$ cat config.mk
export PLATFORM = sky130hd
export DESIGN_NAME = lcdsd_decoder
export DESIGN_NICKNAME = d
export VERILOG_FILES = /design/src/lcdsd_pkg.sv /design/src/lcdsd_decoder.sv /design/src/lcdsd_ram.sv /design/src/lcdsd_sync.sv
export VERILOG_INCLUDE_DIRS = /design/src
export SDC_FILE = /design/constraint.sdc
export NUM_CORES = 1
export LEC_CHECK = 0
export BUFFER_PORTS_ARGS = -buffer_cell sky130_fd_sc_hd__buf_2
export CAP_MARGIN = 10
export CORE_ASPECT_RATIO = 2
export CORE_UTILIZATION = 45
export DETAILED_ROUTE_END_ITERATION = 16
export GPL_ROUTABILITY_DRIVEN = 0
export SLEW_MARGIN = 20
export SYNTH_ARGS = -nofsm -noshare
export SYNTH_HDL_FRONTEND = slang
export SYNTH_HIERARCHICAL = 1
export SYNTH_SLANG_ARGS = --single-unit
$ cat constraint.sdc
create_clock -name clk_sys -period 5.2 [get_ports clk_sys]
set_input_delay 1.56 -clock clk_sys [delete_from_list [all_inputs] [get_ports clk_sys]]
set_output_delay 1.56 -clock clk_sys [all_outputs]
set_load 0.02 [all_outputs]
$ cat src/lcdsd_defines.svh
// constants for the serial command decoder of the segment display controller
// assumes inclusion by bare name from the package and modules
`ifndef LCDSD_DEFINES_SVH
`define LCDSD_DEFINES_SVH
`define LCDSD_ID_CMD 3'h4
`define LCDSD_ID_READ 3'h6
`define LCDSD_ID_WRITE 3'h5
`define LCDSD_ADDR_W 6
`define LCDSD_NIB_W 4
`define LCDSD_CODE_W 9
`define LCDSD_RAM_DEPTH 32
`define LCDSD_RATE_DEF 3'h7
`define LCDSD_SRC_XTAL 2'h1
`define LCDSD_SRC_RC 2'h2
`define LCDSD_SRC_EXT 2'h3
`define LCDSD_COM_DEF 2'h0
`endif

$ cat src/lcdsd_pkg.sv
// types shared by the serial command decoder modules
// assumes lcdsd_defines.svh is on the include path
`include "lcdsd_defines.svh"
package lcdsd_pkg;
  typedef enum logic [2:0] {
    ST_ID,
    ST_ADDR,
    ST_DATA,
    ST_CODE,
    ST_RDATA,
    ST_IDLE
  } lcdsd_state_t;

  // configuration the command codes steer
  typedef struct packed {
    logic osc_on;
    logic bias_gen_on;
    logic timebase_out_on;
    logic watchdog_flag_on;
    logic buzzer_on;
    logic buzzer_low_freq;
    logic event_out_on;
    logic [1:0] clk_src;
    logic bias_third;
    logic [1:0] com_sel;
    logic [2:0] rate_sel;
    logic test_mode;
  } lcdsd_cfg_t;

  // the four serial pins after synchronising
  typedef struct packed {
    logic cs_b;
    logic wr_b;
    logic rd_b;
    logic data;
  } lcdsd_pins_t;
endpackage : lcdsd_pkg

$ cat src/lcdsd_decoder.sv
// serial frame parser and command decoder of the segment display controller
// assumes the host drives chip select, write and read strobes and data
// Behaviour
// - command id 100 then nine-bit codes repeat
// - id 110, address, return four nibble bits
// - id 101, address, store four bits
// - read-modify-write shares id 101
// - system disable stops oscillator and bias
// - system enable starts oscillator
// - bias generator off and on codes
// - time base output off and on
// - watchdog flag output off and on
// - buzzer outputs off and on
// - 0000-11xx clears time base count
// - 0000-111x clears watchdog count
// - clock source crystal, rc, external
// - bias half or third, common count
// - buzzer 4kHz or 2kHz select
// - time base rate 1Hz to 128Hz
// - power-on defaults and test mode codes
// - capture data on write strobe rising edge
// - chip select high aborts frame
// - event output enable and disable
`timescale 1ns/100ps
`include "lcdsd_defines.svh"
module lcdsd_decoder (
  input wire logic clk_sys,
  input wire logic rst_b,
  input wire logic clk_en,
  input wire logic cs_b_pin,
  input wire logic wr_b_pin,
  input wire logic rd_b_pin,
  input wire logic data_in,
  output logic data_out,
  output logic data_oe,
  output lcdsd_pkg::lcdsd_cfg_t cfg,
  output logic timebase_clear,
  output logic watchdog_clear
);
  lcdsd_pkg::lcdsd_pins_t pins;
  logic [3:0] ram_rdata;
  logic ram_wr;
  logic [5:0] ram_addr;

  typedef struct packed {
    lcdsd_pkg::lcdsd_state_t state;
    logic [2:0] id;
    logic [3:0] cnt;
    logic [5:0] addr;
    logic [8:0] code;
    logic [3:0] nib;
    logic wr_d;
    logic rd_d;
    logic rmw;
    logic dout;
    logic oe;
    logic ram_wr;
    logic tb_clr;
    logic wd_clr;
    lcdsd_pkg::lcdsd_cfg_t cfg;
  } lcdsd_dec_st_t;
  lcdsd_dec_st_t st;
  lcdsd_dec_st_t next_st;

  // power-on configuration
  localparam lcdsd_pkg::lcdsd_cfg_t CFG_DEF = '{
    osc_on: 1'b0, bias_gen_on: 1'b0, timebase_out_on: 1'b0,
    watchdog_flag_on: 1'b0, buzzer_on: 1'b0, buzzer_low_freq: 1'b0,
    event_out_on: 1'b0, clk_src: `LCDSD_SRC_RC, bias_third: 1'b0,
    com_sel: `LCDSD_COM_DEF, rate_sel: `LCDSD_RATE_DEF, test_mode: 1'b0};

  lcdsd_sync u_sync (
    .clk_sys(clk_sys),
    .rst_b(rst_b),
    .clk_en(clk_en),
    .pins_in({cs_b_pin, wr_b_pin, rd_b_pin, data_in}),
    .pins_out(pins)
  );

  lcdsd_ram u_ram (
    .clk_sys(clk_sys),
    .rst_b(rst_b),
    .clk_en(clk_en),
    .wr_en(ram_wr),
    .addr(ram_addr),
    .wdata(st.nib),
    .rdata(ram_rdata)
  );

  // apply one nine-bit code to the configuration; x bits never looked at
  function automatic lcdsd_pkg::lcdsd_cfg_t apply_code(
    input lcdsd_pkg::lcdsd_cfg_t c, input logic [8:0] k);
    lcdsd_pkg::lcdsd_cfg_t r;
    r = c;
    casez (k[8:1])
      8'b0000_0000: begin
        r.osc_on = 1'b0;
        r.bias_gen_on = 1'b0;
      end
      8'b0000_0001: r.osc_on = 1'b1;
      8'b0000_0010: r.bias_gen_on = 1'b0;
      8'b0000_0011: r.bias_gen_on = 1'b1;
      8'b0000_0100: r.timebase_out_on = 1'b0;
      8'b0000_0110: r.timebase_out_on = 1'b1;
      8'b0000_0101: r.watchdog_flag_on = 1'b0;
      8'b0000_0111: r.watchdog_flag_on = 1'b1;
      8'b0000_1000: r.buzzer_on = 1'b0;
      8'b0000_1001: r.buzzer_on = 1'b1;
      8'b0001_01??: r.clk_src = `LCDSD_SRC_XTAL;
      8'b0001_10??: r.clk_src = `LCDSD_SRC_RC;
      8'b0001_11??: r.clk_src = `LCDSD_SRC_EXT;
      8'b0010_????: begin
        // ab=11 is not listed, so that code changes nothing
        if (k[4:3] != 2'h3) begin
          r.com_sel = k[4:3];
          r.bias_third = k[1];
        end
      end
      8'b010?_????: r.buzzer_low_freq = 1'b0;
      8'b011?_????: r.buzzer_low_freq = 1'b1;
      8'b100?_1???: r.event_out_on = 1'b1;
      8'b100?_0???: r.event_out_on = 1'b0;
      8'b101?_????: r.rate_sel = k[3:1];
      8'b1110_0000: r.test_mode = 1'b1;
      8'b1110_0011: r.test_mode = 1'b0;
      default: r = c;
    endcase
    return r;
  endfunction : apply_code

  logic wr_rise;
  logic rd_fall;
  logic wr_fall;
  assign wr_rise = pins.wr_b & ~st.wr_d;
  assign rd_fall = ~pins.rd_b & st.rd_d;
  assign wr_fall = ~pins.wr_b & st.wr_d;

  // frame parser on strobe edges seen in the system clock
  always_comb begin
    next_st = st;
    next_st.wr_d = pins.wr_b;
    next_st.rd_d = pins.rd_b;
    next_st.ram_wr = 1'b0;
    next_st.tb_clr = 1'b0;
    next_st.wd_clr = 1'b0;
    if (pins.cs_b) begin
      next_st.state = lcdsd_pkg::ST_ID;
      next_st.cnt = '0;
      next_st.id = '0;
      next_st.oe = 1'b0;
    end else begin
      case (st.state)
        lcdsd_pkg::ST_ID: begin
          if (wr_rise) begin
            next_st.id = {st.id[1:0], pins.data};
            next_st.cnt = st.cnt + 4'h1;
            if (st.cnt == 4'h2) begin
              next_st.cnt = '0;
              next_st.rmw = 1'b0;
              case ({st.id[1:0], pins.data})
                `LCDSD_ID_CMD: next_st.state = lcdsd_pkg::ST_CODE;
                `LCDSD_ID_READ: next_st.state = lcdsd_pkg::ST_ADDR;
                `LCDSD_ID_WRITE: next_st.state = lcdsd_pkg::ST_ADDR;
                default: next_st.state = lcdsd_pkg::ST_IDLE;
              endcase
            end
          end
        end
        lcdsd_pkg::ST_ADDR: begin
          if (wr_rise) begin
            next_st.addr = {st.addr[4:0], pins.data};
            next_st.cnt = st.cnt + 4'h1;
            if (st.cnt == 4'h5) begin
              next_st.cnt = '0;
              next_st.state = (st.id == `LCDSD_ID_READ) ?
                lcdsd_pkg::ST_RDATA : lcdsd_pkg::ST_DATA;
            end
          end
        end
        lcdsd_pkg::ST_RDATA: begin
          // bit put out on read strobe falling edge, d0 first
          if (rd_fall) begin
            next_st.oe = 1'b1;
            next_st.dout = ram_rdata[st.cnt[1:0]];
            next_st.cnt = st.cnt + 4'h1;
            if (st.cnt == 4'h3) begin
              next_st.cnt = '0;
              if (st.id == `LCDSD_ID_WRITE) begin
                // address held so the write lands on the nibble just read
                next_st.rmw = 1'b1;
                next_st.state = lcdsd_pkg::ST_DATA;
              end else begin
                next_st.addr = st.addr + 6'h1;
              end
            end
          end else if (wr_fall && st.id == `LCDSD_ID_WRITE) begin
            // short read: line handed back before the first write bit lands
            next_st.oe = 1'b0;
            next_st.cnt = '0;
            next_st.rmw = 1'b1;
            next_st.state = lcdsd_pkg::ST_DATA;
          end
        end
        lcdsd_pkg::ST_DATA: begin
          // read strobe in a write frame reads first: read-modify-write
          if (rd_fall && st.cnt == 4'h0 && !st.rmw) begin
            next_st.oe = 1'b1;
            next_st.dout = ram_rdata[0];
            next_st.cnt = 4'h1;
            next_st.state = lcdsd_pkg::ST_RDATA;
          end else if (wr_rise) begin
            next_st.oe = 1'b0;
            next_st.nib[st.cnt[1:0]] = pins.data;
            next_st.cnt = st.cnt + 4'h1;
            if (st.cnt == 4'h3) begin
              next_st.cnt = '0;
              next_st.ram_wr = 1'b1;
              next_st.rmw = 1'b0;
              next_st.addr = st.addr + 6'h1;
            end
          end else if (wr_fall) begin
            // host owns the line from the first write strobe on
            next_st.oe = 1'b0;
          end
        end
        lcdsd_pkg::ST_CODE: begin
          if (wr_rise) begin
            next_st.code = {st.code[7:0], pins.data};
            next_st.cnt = st.cnt + 4'h1;
            if (st.cnt == 4'h8) begin
              next_st.cnt = '0;
              next_st.cfg = apply_code(st.cfg, {st.code[7:0], pins.data});
              next_st.tb_clr = (st.code[7:2] == 6'h03);
              next_st.wd_clr = (st.code[7:1] == 7'h07);
            end
          end
        end
        default: next_st.state = lcdsd_pkg::ST_IDLE;
      endcase
    end
  end

  // ram write after the fourth bit; address advances for successive nibbles
  assign ram_wr = st.ram_wr;
  assign ram_addr = st.ram_wr ? (st.addr - 6'h1) : st.addr;

  always_ff @(posedge clk_sys or negedge rst_b) begin
    if (!rst_b) begin
      st <= '0;
      st.state <= lcdsd_pkg::ST_ID;
      st.wr_d <= 1'b1;
      st.rd_d <= 1'b1;
      st.cfg <= CFG_DEF;
    end else if (clk_en) begin
      st <= next_st;
    end
  end

  assign data_out = st.dout;
  assign data_oe = st.oe;
  assign cfg = st.cfg;
  assign timebase_clear = st.tb_clr;
  assign watchdog_clear = st.wd_clr;
endmodule : lcdsd_decoder

$ cat src/lcdsd_ram.sv
// 32 x 4 display memory, one write port and one registered read port
// assumes addresses above depth wrap by truncation
`timescale 1ns/100ps
`include "lcdsd_defines.svh"
module lcdsd_ram (
  input wire logic clk_sys,
  input wire logic rst_b,
  input wire logic clk_en,
  input wire logic wr_en,
  input wire logic [5:0] addr,
  input wire logic [3:0] wdata,
  output logic [3:0] rdata
);
  typedef struct packed {
    logic [`LCDSD_RAM_DEPTH-1:0][3:0] mem;
    logic [3:0] rdata;
  } lcdsd_ram_st_t;
  lcdsd_ram_st_t st;
  lcdsd_ram_st_t next_st;

  // read is of the old contents, so read-modify-write sees prior data
  always_comb begin
    next_st = st;
    next_st.rdata = st.mem[addr[4:0]];
    if (wr_en) begin
      next_st.mem[addr[4:0]] = wdata;
    end
  end

  always_ff @(posedge clk_sys or negedge rst_b) begin
    if (!rst_b) begin
      st <= '0;
    end else if (clk_en) begin
      st <= next_st;
    end
  end

  assign rdata = st.rdata;
endmodule : lcdsd_ram

$ cat src/lcdsd_sync.sv
// three-stage synchroniser for the serial pins with agreement filter
// assumes pins are asynchronous to clk_sys
`timescale 1ns/100ps
module lcdsd_sync (
  input wire logic clk_sys,
  input wire logic rst_b,
  input wire logic clk_en,
  input wire lcdsd_pkg::lcdsd_pins_t pins_in,
  output lcdsd_pkg::lcdsd_pins_t pins_out
);
  typedef struct packed {
    lcdsd_pkg::lcdsd_pins_t s1;
    lcdsd_pkg::lcdsd_pins_t s2;
    lcdsd_pkg::lcdsd_pins_t s3;
    lcdsd_pkg::lcdsd_pins_t filt;
  } lcdsd_sync_st_t;
  lcdsd_sync_st_t st;
  lcdsd_sync_st_t next_st;

  // stage one only feeds stage two; filter takes only agreeing stages
  always_comb begin
    next_st = st;
    next_st.s1 = pins_in;
    next_st.s2 = st.s1;
    next_st.s3 = st.s2;
    for (int i = 0; i < 4; i++) begin
      if (st.s2[i] == st.s3[i]) begin
        next_st.filt[i] = st.s2[i];
      end
    end
  end

  // idle pins reset high except data
  always_ff @(posedge clk_sys or negedge rst_b) begin
    if (!rst_b) begin
      st <= {4{4'he}};
    end else if (clk_en) begin
      st <= next_st;
    end
  end

  assign pins_out = st.filt;
endmodule : lcdsd_sync

==> Implementation_results.wiki, run 1 <==
{| class="wikitable"
! Metric !! Value
|-
| Run status || completed
|-
| Number of sinks driven by the clock tree || 199
|-
| Worst slack on hold paths || 0.4750 ns
|-
| Critical R2R Launch || st[37]
|-
| Critical path endpoint || u_ram/st[88]
|-
| Syn Inst Count || 826
|-
| Final setup vio count || 0
|-
| Final nets || 818
|-
| Dpl hpwl || 17790 um
|-
| Leakage dissipation || 5.068 nW
|-
| Routed wirelength normalized by instance count || 22.48 um
|-
| Growth of design area from synthesis to finish || 6.676%
|-
| Count of unresolved DRC violations after routing || 0
|-
| CTS root buf || sky130_fd_sc_hd__clkbuf_16
|-
| Pin count of the biggest net entering global routing || 99
|-
| Total count of hold-check failures in the final report || 0
|-
| All-layer global routing usage || 0.2251
|-
| Core area || 22640 um2
|-
| Seq pwr share || 0.438
|-
| First-pass GRT wire length || 39680 um
|-
| Initial antenna violation count || 0
|-
| Vias per inst || 6.052
|-
| Slack of the worst reg-to-reg path || 1.83 ns
|-
| Starting Density || 0.4577
|-
| Min Tclk post-route || 3.490 ns
|-
| Clock power frac || 0.304
|-
| Number of buffer cells added on primary ports || 26
|-
| Setup TNS Final || 0 ns
|-
| Startpoint class of the critical path || primary input
|-
| Logic depth of the worst register-to-register path || 8
|-
| Clock buffers created by TritonCTS || 17
|-
| Worst Max-Slew Pin Slew || 0.8057 ns
|-
| Crit Path Class || primary input to register
|-
| I/O pins || 27
|-
| Clock-pin slew of the registers on the worst-case setup and hold paths || 0.08 ns
|-
| Design internal power || 2.778 mW
|-
| Element type at the critical path end || register
|-
| Post-Synthesis Net Count || 839
|-
| Via count of the routed design || 6645
|-
| Post-CTS Resized || 0
|-
| Data arrival time at the worst-slack endpoint || 3.82 ns
|-
| Largest clock skew in the final design || 0.01047 ns
|-
| Final antenna-violating net count || 0
|-
| Number of search-and-repair iterations in the first detailed-routing pass || 5
|-
| Final Routed Wirelength || 24680 um
|-
| Die boundary width || 109.3 um
|-
| Grt total ovfl || 0
|-
| CP Launch Point || clk_en
|-
| Biggest fanout along the worst timing path || 40
|-
| Worst path required time || 5.53 ns
|-
| Max cap viols || 0
|-
| Share of the clock period used by the worst path || 0.6711
|-
| Placement row count || 78
|-
| Combinational Power Share || 0.258
|-
| Number of buffers inserted by hold repair at cts || 0
|-
| Clk buf depth || 2
|-
| Critical R2R Capture || u_ram/rdata[2]
|-
| Classification of the worst-slack hold path || register to register
|-
| Count of buffers added by post-CTS timing repair for setup || 0
|-
| Max-Slew Margin vs Limit || 0.4629
|-
| Count of routing violations after the opening detailed-route iteration || 371
|-
| Final count of pins violating max slew || 0
|-
| Clock tree from TritonCTS || done
|-
| Netlist area before placement || 10360 um2
|-
| Yosys warning total || 6
|-
| Total power divided by cell area || 390.4 nW/um2
|-
| Antenna diode instance count || 0
|-
| Die height || 216.6 um
|-
| Vias in the first global route || 7183
|-
| Mean area per synthesized cell || 12.55 um2
|-
| Share of post-route cells with drive strength above 1 || 0.3496
|-
| Maximum ir drop on the vdd rail || 0.0002886 V
|-
| H-Tree Level Count || 4
|-
| Switching power of the nets || 1.538 mW
|-
| RSZ-0062 raised after global routing || false
|-
| Upper clock frequency limit || 286.6 MHz
|-
| Full die area || 23680 um2
|-
| Switching share of power || 0.3564
|-
| Clk_lat worst skew || 0.44 ns
|}
power by group through the flow:
| stage | combinational, mW | clock, mW | sequential (mW) |
|---|---|---|---|
| detailed placement | 1.11 | 0 | 1.92 |
| finish | 1.11 | 1.31 | 1.89 |
| global route | 1.21 | 1.41 | 1.92 |
| floorplan | 1.00 | 0 | 1.75 |
| CTS | 1.11 | 1.36 | 1.89 |
| global placement | 1.09 | 0 | 1.91 |
registers in the layout (all words and copies together) (netlist names):
register and flops:
watchdog_clear 1, u_ram/rdata 4, data_oe 1, ram_wr 1
st 30, u_sync/pins_out 4, timebase_clear 1, data_out 1
u_sync/next_st 8, u_ram/st 128, cfg 16, u_sync/st 4
critical path, cell delays in order:
cell and delay [ns]:
sky130_fd_sc_hd__buf_2 0.60, sky130_fd_sc_hd__nand4_1 0.71, sky130_fd_sc_hd__nor2_1 0.53, sky130_fd_sc_hd__mux2_2 0.38
metal layers:
metal	vias to the layer above	global-route usage	routed length (um)
met1	3452	0.2249	8667
li1	2994	-	-
met5	-	0	0
met3	76	0.03128	477
met2	123	0.4210	14040
met4	0	0.1418	1502
cells in the final DEF (no fill, tap or decap), types with 5 or more instances in the layout:
master and instances:
sky130_fd_sc_hd__a21o_1 5, sky130_fd_sc_hd__a21oi_1 14, sky130_fd_sc_hd__a22o_1 6, sky130_fd_sc_hd__a22oi_1 6, sky130_fd_sc_hd__a31oi_1 5, sky130_fd_sc_hd__buf_2 25, sky130_fd_sc_hd__buf_4 11, sky130_fd_sc_hd__clkbuf_16 17
sky130_fd_sc_hd__dfrtp_1 177, sky130_fd_sc_hd__dfstp_2 18, sky130_fd_sc_hd__ha_1 6, sky130_fd_sc_hd__inv_1 12, sky130_fd_sc_hd__inv_6 5, sky130_fd_sc_hd__inv_8 5, sky130_fd_sc_hd__mux2_1 25, sky130_fd_sc_hd__mux2_2 143
sky130_fd_sc_hd__mux2i_1 19, sky130_fd_sc_hd__mux4_2 17, sky130_fd_sc_hd__nand2_1 40, sky130_fd_sc_hd__nand2b_1 17, sky130_fd_sc_hd__nand3_1 6, sky130_fd_sc_hd__nand3b_1 10, sky130_fd_sc_hd__nand4_1 8, sky130_fd_sc_hd__nor2_1 44
sky130_fd_sc_hd__nor2b_1 7, sky130_fd_sc_hd__nor3_1 12, sky130_fd_sc_hd__nor3b_1 8, sky130_fd_sc_hd__o21ai_0 14, sky130_fd_sc_hd__o22ai_1 5, sky130_fd_sc_hd__o31ai_1 6
final cells by class:
| cell class | count | area [um2] |
|---|---|---|
| inverters | 13 | 48.80 |
| clock buffers | 17 | 425.4 |
| well taps | 280 | 350.3 |
| clock inverters | 15 | 155.1 |
| repair buffers | 37 | 221.5 |
| fillers | 1975 | 11590 |
| flip-flops and latches | 199 | 5007 |
| multi-input cells | 537 | 4847 |
how the worst min path moves through the flow:
stage,start,to,depth (start not counted)
floorplan,cfg[8],cfg[8],2
global placement,cfg[8],cfg[8],2
detailed placement,cfg[8],cfg[8],2
CTS,cfg[8],cfg[8],2
global route,u_ram/st[67],u_ram/st[67],1
finish,cfg[8],cfg[8],2
stage by stage:
| step | power (mW) | instance area [um2] | setup slack [ns] | util | instances |
|---|---|---|---|---|---|
| floorplan | 2.750 | 10360 | 2.277 | - | 826 |
| global placement | 3.001 | 10470 | 1.275 | 0.4624 | 1066 |
| detailed placement | 3.026 | 10470 | 1.252 | 0.4625 | 1066 |
| CTS | 4.356 | 11050 | 1.717 | 0.4881 | 1098 |
| global route | 4.543 | 11060 | 1.563 | 0.4883 | 1098 |
| finish | 4.316 | 11060 | 1.710 | 0.4883 | 1098 |
Note: power is estimated with default switching activity, not from simulation.
==> run 2, diff against run 1 <==
clock period = 3.17 ns   (was 5.2 ns; I/O delays follow)
==> run 2 against run 1 <==
Die area unchanged. Clock power rose by 75%. Final cell count up 1.6%. Global-route usage about the same. Via count increased by 1.6%. Combinational power is 80% higher. Clock skew fell by 0.0027 ns. Hold slack lost 0.020 ns. Critical path type is now register to register. Largest power group unchanged. Highest routed layer unchanged.
==> Implementation_results.wiki, run 2 (synthesis gave the netlist of run 1 again) <==
{| class="wikitable"
! Metric !! Value
|-
| Final Routed Wirelength || 24960 um (+1.1%)
|-
| Number of buffer cells added on primary ports || 26 (unchanged)
|-
| Setup TNS Final || 0 ns (unchanged)
|-
| Final design instance area without fill || 11290 um2 (+2.1%)
|-
| Starting Density || 0.4577 (unchanged)
|-
| Placement row count || 78 (unchanged)
|-
| Count of unresolved DRC violations after routing || 0 (unchanged)
|-
| Min Tclk post-route || 3.096 ns
|-
| Max-Slew Margin vs Limit || 0.4890 (+0.02610)
|-
| Most common library cell in the layout ignoring fill and taps || sky130_fd_sc_hd__dfrtp_1
|-
| Clk_lat worst skew || 0.45 ns (about the same)
|-
| Maximum ir drop on the vdd rail || 0.0004807 V (+67%)
|-
| Largest clock skew in the final design || 0.007806 ns (-0.002664 ns)
|-
| Max cap viols || 0 (unchanged)
|-
| Data arrival time at the worst-slack endpoint || 3.40 ns (-0.42 ns)
|-
| Number of search-and-repair iterations in the first detailed-routing pass || 5 (unchanged)
|-
| I/O pins || 27 (unchanged)
|-
| Count of routing violations after the opening detailed-route iteration || 528 (+42%)
|-
| Slack of the worst reg-to-reg path || 0.07 ns (-1.76 ns)
|-
| Biggest fanout along the worst timing path || 12 (-70%)
|-
| Vias per inst || 6.047 (about the same)
|-
| Highest-delay cell along the critical path || sky130_fd_sc_hd__a21oi_2
|-
| Crit Path Class || register to register
|-
| Clock tree from TritonCTS || done
|-
| Dpl hpwl || 17950 um (+0.87%)
|-
| Core area || 22640 um2 (unchanged)
|-
| Most frequent cells in the layout || sky130_fd_sc_hd__dfrtp_1, sky130_fd_sc_hd__mux2_2, sky130_fd_sc_hd__nor2_1
|-
| Full die area || 23680 um2 (unchanged)
|-
| Worst path required time || 3.48 ns (-2.05 ns)
|-
| Seq pwr share || 0.418 (-0.020)
|-
| Die height || 216.6 um (unchanged)
|-
| Final antenna-violating net count || 0 (unchanged)
|-
| Worst slack on hold paths || 0.4553 ns (-0.01966 ns)
|-
| Clock power frac || 0.311 (+0.007)
|-
| Via count of the routed design || 6748 (+1.6%)
|-
| Number of buffers inserted by hold repair at cts || 0 (unchanged)
|-
| Combinational Power Share || 0.271 (+0.013)
|-
| Run status || completed
|-
| Clock buffers created by TritonCTS || 17 (unchanged)
|-
| Share of the clock period used by the worst path || 0.9767
|-
| Final setup vio count || 0 (unchanged)
|-
| First-pass GRT wire length || 39480 um (-0.49%)
|-
| Area of placed instances || 10650 um2 (+1.7%)
|-
| Grt total ovfl || 0 (unchanged)
|-
| Largest registers || u_ram/st (128), st (30), cfg (16)
|-
| All-layer global routing usage || 0.2256 (+0.0004888)
|-
| Startpoint class of the critical path || register
|-
| Post-CTS Resized || 0 (unchanged)
|-
| Worst Max-Slew Pin Slew || 0.7665 ns (-0.03915 ns)
|-
| Cells traversed along the worst timing path || inv_1 > ha_1 > a21oi_2 > buf_4 > mux4_2 > nor2b_1 > a2111oi_0 > a31oi_1
|-
| Total count of hold-check failures in the final report || 0 (unchanged)
|-
| Final nets || 836 (+2.2%)
|-
| Routed wirelength normalized by instance count || 22.37 um (-0.50%)
|-
| H-Tree Level Count || 4 (unchanged)
|-
| Longest individual stage delay on the worst path || 0.58 ns (-0.13 ns)
|-
| Vias in the first global route || 7159 (-0.33%)
|-
| Switching power of the nets || 2.506 mW (+63%)
|-
| Total power divided by cell area || 651.4 nW/um2 (+67%)
|-
| RSZ-0062 raised after global routing || false
|-
| Number of sinks driven by the clock tree || 199 (unchanged)
|-
| Pin count of the biggest net entering global routing || 78 (-21%)
|-
| Classification of the worst-slack hold path || primary input to async pin
|-
| Element type at the critical path end || register
|-
| Leakage dissipation || 5.203 nW (+2.7%)
|-
| Growth of design area from synthesis to finish || 8.946%
|-
| Switching share of power || 0.3407 (-0.01567)
|-
| Logic depth of the worst register-to-register path || 8 (unchanged)
|-
| Upper clock frequency limit || 323.0 MHz
|-
| Share of post-route cells with drive strength above 1 || 0.3600 (+0.01041)
|-
| Final count of pins violating max slew || 0 (unchanged)
|-
| Clk buf depth || 2 (unchanged)
|-
| CTS root buf || sky130_fd_sc_hd__clkbuf_16
|-
| Initial antenna violation count || 0 (unchanged)
|-
| Antenna diode instance count || 0 (unchanged)
|-
| Critical R2R Capture || u_ram/rdata[2]
|-
| Design internal power || 4.849 mW (+75%)
|-
| Critical R2R Launch || st[38]
|-
| Flip-flop count of the largest register, all copies and words added || 128 (unchanged)
|-
| Clock-pin slew of the registers on the worst-case setup and hold paths || 0.07 ns (about the same)
|-
| Count of buffers added by post-CTS timing repair for setup || 0 (unchanged)
|-
| Die boundary width || 109.3 um (unchanged)
|-
| Top reg by flops || u_ram/st
|}
[run 2: changes by cell type in the layout (fill, tap and decap cells not counted), sizes merged]
| cell | before | now |
|---|---|---|
| clkinvlp | 1 | 0 |
| inv | 23 | 16 |
| clkbuf | 18 | 28 |
| buf | 36 | 54 |
| clkinv | 3 | 2 |
| bufinv | 1 | 0 |
[run 2: area by class of cell]
type / instances / area, um2
inverters: 13 / 48.80
repair buffers: 55 / 406.6
flip-flops and latches: 199 / 5007
fillers: 2018 / 11350
clock buffers: 27 / 600.6
clock inverters: 5 / 37.54
multi-input cells: 537 / 4840
well taps: 280 / 350.3
[run 2: worst max path at each step]
stage                       from        endpoint  slack, ns  depth (start not counted)
after floorplan           st[37]   u_ram/st[112]       0.58                         11
after global placement    st[38]  u_ram/rdata[2]       0.21                          8
after detailed placement  st[38]  u_ram/rdata[2]       0.18                          8
after CTS                 st[38]  u_ram/rdata[2]       0.16                          8
after global routing      st[38]  u_ram/rdata[2]       0.03                          8
final                     st[38]  u_ram/rdata[2]       0.07                          8
[run 2: through the flow]
step | worst slack [ns] | power, mW | instances | utilization
after floorplan | 0.5768 | 4.510 | 826 | -
after global placement | 0.2092 | 5.006 | 1084 | 0.4703
after detailed placement | 0.1835 | 5.066 | 1084 | 0.4703
after CTS | 0.1577 | 7.372 | 1116 | 0.4985
after global routing | 0.02895 | 7.695 | 1116 | 0.4987
final | 0.07394 | 7.355 | 1116 | 0.4987
[run 2: per-layer routing]
layer	routed length (um)	GRT usage	share of wire
met1	8911	0.2288	0.36
met2	13990	0.4101	0.56
met3	635	0.03789	0.025
met4	1424	0.1498	0.057
met5	0	0	0
[run 2: critical path: cells and delay by family, from the launching register on]
family	cells	cell delay, ns
compound gates	3	1.27
fa+ha+maj	1	0.31
buf+inv	2	0.39
flops	1	0.46
mux	1	0.33
simple gates	1	0.17
[run 2: power by group through the flow]
stage	clock, mW	combinational (mW)	sequential [mW]
2_1_floorplan	0	1.65	2.86
3_3_place_gp	0	1.91	3.09
3_5_place_dp	0	1.96	3.10
4_1_cts	2.34	1.97	3.06
5_1_grt	2.44	2.16	3.10
6_report	2.29	2.00	3.07
==> run 3, diff against run 2 <==
CORE_UTILIZATION = 55   (was 45)
PLACE_DENSITY = 0.74   (was default)
==> run 3 against run 2 <==
Via count rose by 1.0%. Critical endpoint unchanged. Final cell count is 5.8% lower. Combinational power down 2%. Utilization increased by 11 points. Hold slack worse by 0.0014 ns. Sequential share of layout area rose by 0.54 points. Highest routed layer unchanged. Non-clock buffer count is 1 lower. Flip-flop and latch count is the same. Power decreased by 2.0%. Worst setup slack improved by 0.049 ns. Die area fell by 18%. Clock power down 4%.
==> Implementation_results.wiki, run 3 (synthesis gave the netlist of run 1 again) <==
{| class="wikitable"
! Metric !! Value
|-
| Run status || completed
|-
| Longest individual stage delay on the worst path || 0.57 ns (about the same)
|-
| Number of buffers inserted by hold repair at cts || 0 (unchanged)
|-
| Routed wirelength normalized by instance count || 22.75 um (+1.7%)
|-
| Startpoint class of the critical path || register
|-
| Final count of pins violating max slew || 0 (unchanged)
|-
| Final setup vio count || 0 (unchanged)
|-
| Switching power of the nets || 2.461 mW (-1.8%)
|-
| Via count of the routed design || 6816 (+1.0%)
|-
| Critical R2R Launch || st[38]
|-
| Most frequent cells in the layout || sky130_fd_sc_hd__dfrtp_1, sky130_fd_sc_hd__mux2_2, sky130_fd_sc_hd__nor2_1
|-
| Seq pwr share || 0.425 (+0.007)
|-
| Highest-delay cell along the critical path || sky130_fd_sc_hd__a2111oi_0
|-
| Max-Slew Margin vs Limit || 0.2483 (-0.2407)
|-
| Die boundary width || 99.07 um (-9.4%)
|-
| Hold path startpoint || cfg[8]
|-
| H-Tree Level Count || 4 (unchanged)
|-
| All-layer global routing usage || 0.2603 (+0.03469)
|-
| Largest clock skew in the final design || 0.01025 ns (+0.002448 ns)
|-
| Clock tree from TritonCTS || done
|-
| Total power divided by cell area || 646.4 nW/um2 (-0.77%)
|-
| Core area || 18390 um2 (-19%)
|-
| RSZ-0062 raised after global routing || false
|-
| Area used by multi-input combinational logic || 4840 um2 (unchanged)
|-
| Switching share of power || 0.3415 (+0.0007893)
|-
| Number of buffer cells added on primary ports || 26 (unchanged)
|-
| Final core area utilization || 0.6061 (+0.1074)
|-
| Total count of hold-check failures in the final report || 0 (unchanged)
|-
| Initial antenna violation count || 0 (unchanged)
|-
| Full die area || 19430 um2 (-18%)
|-
| Critical R2R Capture || u_ram/rdata[2]
|-
| Setup TNS Final || 0 ns (unchanged)
|-
| Starting Density || 0.5635 (+0.1057)
|-
| Inst Count DP || 1019 (-6.0%)
|-
| Placement row count || 70 (-10%)
|-
| Cells traversed along the worst timing path || inv_1 > ha_1 > a21oi_2 > buf_4 > mux4_2 > nor2b_1 > a2111oi_0 > a31oi_1
|-
| Worst path required time || 3.46 ns (-0.02 ns)
|-
| I/O pins || 27 (unchanged)
|-
| Die height || 196.1 um (-9.5%)
|-
| Number of sinks driven by the clock tree || 199 (unchanged)
|-
| Worst Hold Endpoint || cfg[8]
|-
| Clk_lat worst skew || 0.44 ns (about the same)
|-
| Element type at the critical path end || register
|-
| Clock-pin slew of the registers on the worst-case setup and hold paths || 0.07 ns (about the same)
|-
| Share of the clock period used by the worst path || 0.9611 (-0.01559)
|-
| DP Worst Slack || 0.2265 ns (+0.04302 ns)
|-
| Clock power frac || 0.303 (-0.008)
|-
| Data arrival time at the worst-slack endpoint || 3.34 ns (-0.06 ns)
|-
| Layout fillers || 1398 (-31%)
|-
| Final design instance area without fill || 11150 um2 (-1.3%)
|-
| Slack of the worst reg-to-reg path || 0.12 ns (+0.05 ns)
|-
| Combinational Power Share || 0.272 (about the same)
|-
| Final antenna-violating net count || 0 (unchanged)
|-
| Maximum ir drop on the vdd rail || 0.0003123 V (-35%)
|-
| Count of routing violations after the opening detailed-route iteration || 412 (-22%)
|-
| Pin count of the biggest net entering global routing || 72 (-7.7%)
|-
| Final Routed Wirelength || 23910 um (-4.2%)
|-
| Vias in the first global route || 7214 (+0.77%)
|-
| Count of buffers added by post-CTS timing repair for setup || 0 (unchanged)
|-
| Dpl hpwl || 17100 um (-4.7%)
|-
| Most common library cell in the layout ignoring fill and taps || sky130_fd_sc_hd__dfrtp_1
|-
| Area of placed instances || 10550 um2 (-0.94%)
|-
| Upper clock frequency limit || 328.2 MHz (+1.6%)
|-
| Count of unresolved DRC violations after routing || 0 (unchanged)
|-
| Max cap viols || 0 (unchanged)
|-
| Power after layout || 7.206 mW (-2.0%)
|-
| Antenna diode instance count || 0 (unchanged)
|-
| Biggest fanout along the worst timing path || 12 (unchanged)
|-
| Classification of the worst-slack hold path || register to register
|-
| Grt total ovfl || 0 (unchanged)
|-
| Min Tclk post-route || 3.047 ns (-0.04941 ns)
|-
| Logic depth of the worst register-to-register path || 8 (unchanged)
|-
| Post-CTS Resized || 0 (unchanged)
|-
| Final nets || 835 (-0.12%)
|-
| Leakage dissipation || 5.161 nW (-0.82%)
|-
| Clock buffers created by TritonCTS || 17 (unchanged)
|-
| Flip-flop count of the largest register, all copies and words added || 128 (unchanged)
|-
| Largest registers || u_ram/st (128), st (30), cfg (16)
|-
| CTS root buf || sky130_fd_sc_hd__clkbuf_16
|-
| Clk buf depth || 2 (unchanged)
|-
| Share of post-route cells with drive strength above 1 || 0.3593 (-0.0007664)
|-
| Top reg by flops || u_ram/st
|-
| Design internal power || 4.745 mW (-2.1%)
|-
| Worst slack on hold paths || 0.4539 ns (-0.001373 ns)
|-
| Crit Path Class || register to register
|-
| First-pass GRT wire length || 38740 um (-1.9%)
|-
| Final Non-Filler Cells || 1051 (-5.8%)
|-
| Sequential cell area || 5005 um2 (about the same)
|-
| Growth of design area from synthesis to finish || 7.570%
|-
| Worst Max-Slew Pin Slew || 1.127 ns (+0.3610 ns)
|-
| Number of search-and-repair iterations in the first detailed-routing pass || 5 (unchanged)
|-
| Worst path setup slack after routing || 0.1234 ns (+0.04941 ns)
|-
| Min-Delay Path Depth || 2
|-
| Vias per inst || 6.485 (+7.3%)
|}
run 3: cell count changes in the layout (fill, tap and decap cells not counted), sizes merged:
cell	delta
clkbuf	-7
clkinvlp	+4
bufinv	+2
inv	+2
buf	-1
clkinv	-1
run 3: worst max path at each step:
stage / cells after the start / startpoint / endpoint / slack [ns]
3_3_place_gp: 6 / ram_wr / u_ram/rdata[2] / 0.26
4_1_cts: 8 / st[38] / u_ram/rdata[2] / 0.22
5_1_grt: 7 / st[38] / u_ram/st[108] / 0.07
3_5_place_dp: 8 / st[38] / u_ram/rdata[2] / 0.23
6_report: 8 / st[38] / u_ram/rdata[2] / 0.12
2_1_floorplan: 11 / st[37] / u_ram/st[112] / 0.58
run 3: power by group through the flow:
stage	combinational (mW)	clock (mW)	sequential, mW
finish	1.96	2.19	3.06
global route	2.10	2.32	3.09
CTS	1.94	2.23	3.05
detailed placement	1.92	0	3.10
global placement	1.87	0	3.08
floorplan	1.65	0	2.86
run 3: layer usage:
metal	part of all wire	vias up	global-route usage
li1	-	3013	-
met1	0.36	3491	0.2797
met2	0.55	214	0.4672
met3	0.031	98	0.03669
met4	0.063	0	0.1765
met5	0	-	0
run 3: layout make-up:
class,count,area share
sequential,199,0.4489
multi-input combinational,537,0.4341
clock buffer,20,0.04097
timing repair buffer,54,0.03468
tap,216,0.02424
clock inverter,12,0.01268
inverter,13,0.004377
run 3: critical path, delay by kind of cell, from the launching register on:
kind	cells	cell delay, ns
flip-flops	1	0.46
adder cells (fa/ha/maj)	1	0.32
AND/OR/NAND/NOR	1	0.18
AO/OA/AOI/OAI	3	1.23
buffers and inverters	2	0.40
multiplexers	1	0.29
